**config.mk**
```make
export PLATFORM = sky130hd
export DESIGN_NAME = lsp_lane_pll_ctrl
export DESIGN_NICKNAME = d
export VERILOG_FILES = /design/src/lsp_pkg.sv /design/src/lsp_lane_pll_ctrl.sv
export VERILOG_INCLUDE_DIRS = /design/src
export SDC_FILE = /design/constraint.sdc
export NUM_CORES = 1
export LEC_CHECK = 0
export BUFFER_PORTS_ARGS = -buffer_cell sky130_fd_sc_hd__buf_4
export CORE_MARGIN = 2
export CORE_UTILIZATION = 38
export DETAILED_ROUTE_END_ITERATION = 10
export GPL_ROUTABILITY_DRIVEN = 0
export PLACE_DENSITY_LB_ADDON = 0.05
export SLEW_MARGIN = 10
export SYNTH_ARGS = -nofsm -noshare
export SYNTH_HDL_FRONTEND = slang
export SYNTH_SLANG_ARGS = --single-unit
```
**constraint.sdc**
```tcl
create_clock -name clk -period 6.8 [get_ports clk]
set_input_delay 0.68 -clock clk [delete_from_list [all_inputs] [get_ports clk]]
set_output_delay 0.68 -clock clk [all_outputs]
set_load 0.05 [all_outputs]
```
**src/lsp_params.svh**
```systemverilog
// Offsets, field positions, reset values for the lane-select and PLL control bank
`ifndef LSP_PARAMS_SVH
`define LSP_PARAMS_SVH

// Register addresses within the management device space
`define LSP_ADDR_CTRL        16'h0006
`define LSP_ADDR_LANE_B      16'h0007
`define LSP_ADDR_LANE_C      16'h0008
`define LSP_ADDR_LANE_CH     16'h0010

// Field positions of the control register
`define LSP_MASK_MSB         15
`define LSP_MASK_LSB         12
`define LSP_RSVH_MSB         11
`define LSP_RSVH_LSB         10
`define LSP_BW_MSB           9
`define LSP_BW_LSB           8
`define LSP_RSVL_MSB         7
`define LSP_RSVL_LSB         5
`define LSP_PLLON_BIT        4
`define LSP_MPY_MSB          3
`define LSP_MPY_LSB          0

// Reset values
`define LSP_RST_MASK         4'hF
`define LSP_RST_RSVH         2'h0
`define LSP_RST_BW           2'h1
`define LSP_RST_RSVL         3'h0
`define LSP_RST_PLLON        1'h1
`define LSP_RST_MPY          4'h5
`define LSP_RST_LANE_B       16'hDC04
`define LSP_RST_LANE_C       16'h0000
`define LSP_RST_LANE_CH      16'h0000
`define LSP_RDATA_NONE       16'h0000

// Loop bandwidth codes
`define LSP_BW_NO_CLEANER    2'h1
`define LSP_BW_CLEANER       2'h2

`endif

```
**src/lsp_pkg.sv**
```systemverilog
// Types for the lane-select and PLL control bank
`default_nettype none
package lsp_pkg;

    typedef struct packed {
        logic [3:0] lane_select_mask;
        logic [1:0] rsv_hi;
        logic [1:0] pll_loop_bw_sel;
        logic [2:0] rsv_lo;
        logic       pll_on;
        logic [3:0] pll_multiplier;
    } lsp_ctrl_t;

    typedef logic [3:0][15:0] lsp_lanes_t;

    typedef struct packed {
        logic        wr;
        logic        rd;
        logic [15:0] addr;
        logic [15:0] wdata;
    } lsp_req_t;

    typedef struct packed {
        logic        rvalid;
        logic [15:0] rdata;
    } lsp_rsp_t;

    typedef struct packed {
        lsp_ctrl_t  ctrl;
        lsp_lanes_t lane_b;
        lsp_lanes_t lane_c;
        lsp_lanes_t lane_ch;
        logic       pd_meta;
        logic       pd_sync;
        logic       pll_run;
        lsp_rsp_t   rsp;
    } lsp_state_t;

endpackage
`default_nettype wire

```
**src/lsp_lane_pll_ctrl.sv**
```systemverilog
// Lane selection mask and low-speed PLL control register with per-lane settings
//
// How it works
// - The top nibble is a lane mask, bit n for lane n, reset to all lanes selected.
// - A write to a lane setting register updates only the lanes whose mask bit is one.
// - A read of a lane setting register returns the lane chosen by a one-hot mask.
// - Loop bandwidth resets to 01, 10 is used with a jitter cleaner, 00 and 11 are unused.
// - The PLL is off while the channel power-down pin is low or global power-down is set.
// - Bit 4 turns the PLL on when one and off when zero, resetting to one.
// - The low four bits hold the PLL multiplier code, resetting to 0101.
// - Bits 11:10 are read/write spare bits resetting to 00.
// - Bits 7:5 are read/write spare bits resetting to 000.
// - Multiplier codes are stored and driven out as written, reserved codes included.
`include "lsp_params.svh"
`default_nettype none

module lsp_lane_pll_ctrl (
    // Clock and reset
    input wire logic clk,
    input wire logic sys_rst,
    // Management register access
    input wire lsp_pkg::lsp_req_t mgmt_req,
    output var lsp_pkg::lsp_rsp_t mgmt_rsp,
    // Power-down sources
    input wire logic channel_powerdown_n,
    input wire logic global_powerdown,
    // PLL and lane controls
    output var logic pll_run,
    output var logic [1:0] pll_loop_bw_sel,
    output var logic [3:0] pll_multiplier,
    output var lsp_pkg::lsp_lanes_t lane_ctrl_b,
    output var lsp_pkg::lsp_lanes_t lane_ctrl_c,
    output var lsp_pkg::lsp_lanes_t lane_channel_ctrl
);

    localparam lsp_pkg::lsp_ctrl_t CTRL_RST = '{
        lane_select_mask: `LSP_RST_MASK,
        rsv_hi: `LSP_RST_RSVH,
        pll_loop_bw_sel: `LSP_RST_BW,
        rsv_lo: `LSP_RST_RSVL,
        pll_on: `LSP_RST_PLLON,
        pll_multiplier: `LSP_RST_MPY
    };

    localparam lsp_pkg::lsp_state_t ST_RST = '{
        ctrl: CTRL_RST,
        lane_b: {4{`LSP_RST_LANE_B}},
        lane_c: {4{`LSP_RST_LANE_C}},
        lane_ch: {4{`LSP_RST_LANE_CH}},
        pd_meta: 1'h0,
        pd_sync: 1'h0,
        pll_run: 1'h0,
        rsp: '{rvalid: 1'h0, rdata: `LSP_RDATA_NONE}
    };

    lsp_pkg::lsp_state_t st;
    lsp_pkg::lsp_state_t next_st;

    // Lane picked by a one-hot mask; valid low otherwise
    function automatic logic [2:0] onehot_lane(input logic [3:0] mask);
        logic [2:0] res;
        res = 3'h0;
        case (mask)
            4'h1: res = 3'h4;
            4'h2: res = 3'h5;
            4'h4: res = 3'h6;
            4'h8: res = 3'h7;
            default: res = 3'h0;
        endcase
        return res;
    endfunction

    // Merge a write into every masked lane
    function automatic lsp_pkg::lsp_lanes_t lane_write(input lsp_pkg::lsp_lanes_t cur,
                                                       input logic [3:0] mask,
                                                       input logic [15:0] data);
        lsp_pkg::lsp_lanes_t res;
        res = cur;
        for (int i = 0; i < 4; i++) begin
            if (mask[i]) begin
                res[i] = data;
            end
        end
        return res;
    endfunction

    // Which register an address names, one bit each; unmapped hits nothing
    function automatic logic [3:0] reg_hit(input logic [15:0] addr);
        logic [3:0] res;
        res = 4'h0;
        case (addr)
            `LSP_ADDR_CTRL: res = 4'h1;
            `LSP_ADDR_LANE_B: res = 4'h2;
            `LSP_ADDR_LANE_C: res = 4'h4;
            `LSP_ADDR_LANE_CH: res = 4'h8;
            default: res = 4'h0;
        endcase
        return res;
    endfunction

    // Word of the picked lane, empty answer when no single lane is picked
    function automatic logic [15:0] lane_read(input lsp_pkg::lsp_lanes_t cur,
                                              input logic [2:0] pick);
        logic [15:0] res;
        res = `LSP_RDATA_NONE;
        if (pick[2]) begin
            res = cur[pick[1:0]];
        end
        return res;
    endfunction

    // Control word split into its fields; reserved codes kept as written
    function automatic lsp_pkg::lsp_ctrl_t ctrl_write(input logic [15:0] data);
        lsp_pkg::lsp_ctrl_t res;
        res.lane_select_mask = data[`LSP_MASK_MSB:`LSP_MASK_LSB];
        res.rsv_hi = data[`LSP_RSVH_MSB:`LSP_RSVH_LSB];
        res.pll_loop_bw_sel = data[`LSP_BW_MSB:`LSP_BW_LSB];
        res.rsv_lo = data[`LSP_RSVL_MSB:`LSP_RSVL_LSB];
        res.pll_on = data[`LSP_PLLON_BIT];
        res.pll_multiplier = data[`LSP_MPY_MSB:`LSP_MPY_LSB];
        return res;
    endfunction

    logic [2:0] sel;
    logic [3:0] mask;
    logic [3:0] wr_hit;
    logic [3:0] rd_hit;

    always_comb begin
        next_st = st;
        mask = st.ctrl.lane_select_mask;
        sel = onehot_lane(mask);
        wr_hit = mgmt_req.wr ? reg_hit(mgmt_req.addr) : 4'h0;
        rd_hit = mgmt_req.rd ? reg_hit(mgmt_req.addr) : 4'h0;
        // Power-down pin passes two flops before use
        next_st.pd_meta = channel_powerdown_n;
        next_st.pd_sync = st.pd_meta;
        next_st.pll_run = st.ctrl.pll_on & st.pd_sync & ~global_powerdown;
        // Writes take effect at the next edge
        if (wr_hit[0]) begin
            next_st.ctrl = ctrl_write(mgmt_req.wdata);
        end
        if (wr_hit[1]) begin
            next_st.lane_b = lane_write(st.lane_b, mask, mgmt_req.wdata);
        end
        if (wr_hit[2]) begin
            next_st.lane_c = lane_write(st.lane_c, mask, mgmt_req.wdata);
        end
        if (wr_hit[3]) begin
            next_st.lane_ch = lane_write(st.lane_ch, mask, mgmt_req.wdata);
        end
        // Reads see the state before a same-cycle write
        next_st.rsp.rvalid = mgmt_req.rd;
        if (mgmt_req.rd) begin
            next_st.rsp.rdata = `LSP_RDATA_NONE;
        end
        if (rd_hit[0]) begin
            next_st.rsp.rdata = st.ctrl;
        end
        if (rd_hit[1]) begin
            next_st.rsp.rdata = lane_read(st.lane_b, sel);
        end
        if (rd_hit[2]) begin
            next_st.rsp.rdata = lane_read(st.lane_c, sel);
        end
        if (rd_hit[3]) begin
            next_st.rsp.rdata = lane_read(st.lane_ch, sel);
        end
    end

    always_ff @(posedge clk or posedge sys_rst) begin
        if (sys_rst) begin
            st <= ST_RST;
        end else begin
            st <= next_st;
        end
    end

    assign mgmt_rsp = st.rsp;
    assign pll_run = st.pll_run;
    assign pll_loop_bw_sel = st.ctrl.pll_loop_bw_sel;
    assign pll_multiplier = st.ctrl.pll_multiplier;
    assign lane_ctrl_b = st.lane_b;
    assign lane_ctrl_c = st.lane_c;
    assign lane_channel_ctrl = st.lane_ch;

endmodule // lsp_lane_pll_ctrl
`default_nettype wire

```
==> impl_metrics.tcl <==
set metrics [dict create \
    vias_per_cell 5.16 \
    diodes 0 \
    dp_cells 1291 \
    fin_crit_sh_pct 44.2 \
    drt_iter0_markers 210 \
    synthTopCellsByArea "dfrtp_1 41%, mux2_2 19%, buf_4 13%, dfstp_2 7.0%, mux4_2 5.8%" \
    netlist_instances 895 \
    synth_warnings 0 \
    final_cells 1340 \
    htree_levels 1 \
    synth_top_cell_area_share_pct 40.8 \
    crit_type "reg -> reg" \
    drive_gt1_share_pct 63.0 \
    rsz0062_at_grt "no" \
    setup_viol 0 \
    area_growth_pct 11.9 \
    ir_drop_uv 189 \
    seq_area_frac_synth_pct 47.8 \
    cts_tree "built" \
    path_cells "xnor2_1 -> or3_2 -> buf_4 -> mux4_2 -> a22oi_1 -> a21oi_1" \
    power.leakage_nw 6.89 \
    cp-end-kind "register" \
    setup_tns_ns 0 \
    slew_headroom_pct 25.3 \
    syn-num-nets 933 \
    path_clk_slew_ns 0.06 \
    vias 6917 \
    io_pins 254 \
    place_hpwl_mm 22.4 \
    avgSynthCellArea_um2 13.4 \
    dieArea_um2 33100 \
    maxCapViolCount 0 \
    drt-pass1-iter-count 4 \
    hp-class "in -> async" \
    cts_buffer_depth 3 \
    critPathArrivalTime_ns 3.40 \
    worstMarginPinSlew_ns 1.12 \
    clock-sinks 228 \
    wl_mm 32.6 \
    ys_ff_latch 228 \
    port_buffers 253 \
    ctsHoldBuffers 0 \
    start_util_pct 38.3 \
    grt_pass1_vias 7576 \
    hold_ws_ns 0.162 \
    nNetsFinal 956 \
    cts_resized 0 \
    synthesis.area_um2 12000 \
    ant_nets 0 \
    fmax_mhz 333 \
    grt_overflow 0 \
    post_cts_buffers 0 \
    grt_max_degree 129 \
    required_ns 7.20 \
    fin_crit_ns 3.00 \
    cp-start-kind "register" \
    fillCellCount 2930 \
    outcome "complete, no violations" \
    power_switching_mw 0.667 \
    drcViolationCount 0 \
    p_seq_share_pct 47.3 \
    rows 65 \
    critPathMaxFanout 16 \
    antenna_found_initial 0 \
    fin_ws_ns 3.80 \
    die_w_um 182 \
    sw_frac_of_total_pct 23.0 \
    clock_latency_ns 0.52 \
    synthDistinctLibCells 38 \
    wl_per_cell_um 24.3 \
    power.density_nw_per_um2 215 \
    die_y_um 182 \
    final-hold-violation-count 0 \
    cpPeakStageDelay_ns 0.64 \
    fp.coreArea_um2 31400 \
    maxSlewViolCount 0 \
    grt_pass1_wl_mm 49.0 \
    synth_area_leader_cell "dfrtp_1" \
    crit_slowest_cell "dfstp_2" \
    p_clk_share_pct 48.4 \
    cts-buffers-inserted 27 \
    place_ws_ns 3.69 \
    grt_usage_pct 19.7 \
    combPwrFrac_pct 4.2 \
    internal-power_mw 2.23 \
    cts-root-buf "clkbuf_16" \
    clock_skew_ns 0.00884 \
]
[routing by layer]
layer	vias up	GRT usage (%)	part of all wire (%)
li1	3005	-	-
met2	228	35.3	51
met5	-	0	0
met1	3647	24.5	40
met3	37	4.61	7.0
met4	0	3.90	1.9
[layout make-up]
class	count	area, um2	area share [%]
repair buffers	260	1960	14.6
well taps	402	503	3.74
inverters	19	75.1	0.558
flip-flops and latches	228	5750	42.7
clock inverters	8	70.1	0.521
clock buffers	41	788	5.86
multi-input cells	382	4310	32.0
[per-stage QoR]
| step | total power [mW] | util, % | area [um2] |
|---|---|---|---|
| global placement | 1.52 | 40.1 | 12600 |
| finish | 2.90 | 42.9 | 13500 |
| CTS | 2.94 | 42.9 | 13500 |
| global route | 3.00 | 42.9 | 13500 |
| floorplan | 1.47 | - | 12000 |
| detailed placement | 1.52 | 40.1 | 12600 |
[worst max-delay path: cells and delay by family (launching register included)]
family | cells | cell delay [ns]
flip-flops | 1 | 0.64
AO/OA/AOI/OAI | 2 | 0.41
buffers and inverters | 1 | 0.44
XOR/XNOR | 1 | 0.21
multiplexers | 1 | 0.54
AND/OR/NAND/NOR | 1 | 0.61
[cell usage in the layout, fill, tap and decap left out, types with 3 or more instances in the layout]
| master | count |
|---|---|
| mux2_2 | 201 |
| clkbuf_8 | 6 |
| buf_4 | 259 |
| mux2_1 | 7 |
| mux4_2 | 31 |
| clkbuf_1 | 8 |
| a21oi_1 | 32 |
| dfstp_2 | 32 |
| clkinv_2 | 5 |
| a22oi_1 | 17 |
| nor3_2 | 4 |
| mux4_1 | 17 |
| nand4_1 | 3 |
| nor2_1 | 20 |
| dfrtp_1 | 196 |
| nand2_4 | 4 |
| clkbuf_16 | 27 |
| nand2_2 | 9 |
| o21ai_0 | 16 |
| inv_1 | 18 |
[cell usage after synthesis]
master / count
mux2_2: 201
and3b_1: 1
nor3_2: 3
buf_6: 8
mux4_2: 31
nor2_1: 20
nor4bb_1: 1
nand3_1: 1
clkbuf_1: 24
o21ai_0: 16
buf_4: 216
nand4_1: 3
buf_1: 1
nand2_2: 8
or3_1: 2
a22oi_1: 17
xnor2_1: 1
nor3_4: 1
nor4b_2: 1
inv_1: 19
xor2_1: 2
nand4b_1: 1
nand3b_1: 1
nand2_4: 4
a21oi_1: 32
dfstp_2: 32
buf_12: 2
buf_8: 1
nor2b_1: 1
nor3_1: 3
nand2_1: 3
nor4_2: 1
dfrtp_1: 196
nor4_4: 2
nand4_2: 1
buf_2: 14
mux4_1: 17
mux2_1: 7
[sequential cells by signal, summed over array words and instances, names as in the netlist]
name               count
pll_run                1
st                     7
mask                   4
mgmt_rsp              17
lane_channel_ctrl     64
lane_ctrl_b           64
pll_loop_bw_sel        2
lane_ctrl_c           64
pll_multiplier         4
next_st                1
[power by group through the flow]
stage          Combinational [mW]  Clock [mW]  Sequential [mW]
2_1_floorplan              0.0808           0             1.39
3_3_place_gp                0.124           0             1.40
3_5_place_dp                0.127           0             1.40
4_1_cts                     0.127        1.44             1.37
5_1_grt                     0.137        1.49             1.37
6_report                    0.123        1.40             1.37
[final timing paths]
| path | from | endpoint | slack (ns) | cells past startpoint |
|---|---|---|---|---|
| hold reg to reg | next_st[18] | st[18] | 0.35 | 0 |
| setup / recovery | mask[3] | mgmt_rsp[3] | 3.80 | 6 |
| hold / removal | sys_rst | lane_ctrl_b[48] | 0.16 | 2 |
| setup reg to reg | mask[3] | mgmt_rsp[3] | 3.80 | 6 |
| min in group clk | channel_powerdown_n | next_st[18] | 0.26 | 1 |
| max in group asynchronous | sys_rst | lane_ctrl_c[40] | 5.18 | 3 |
[cell families after synthesis]
group	after synthesis	share of synthesized area (%)
AOI/OAI and AO/OA	65	3.06
DFF	228	47.8
xor gates and xnor gates	3	0.218
buffers and inverters	285	16.6
and+or+nand+nor	58	3.35
muxes	256	29.0
Note: power is estimated with default switching activity, not from simulation.
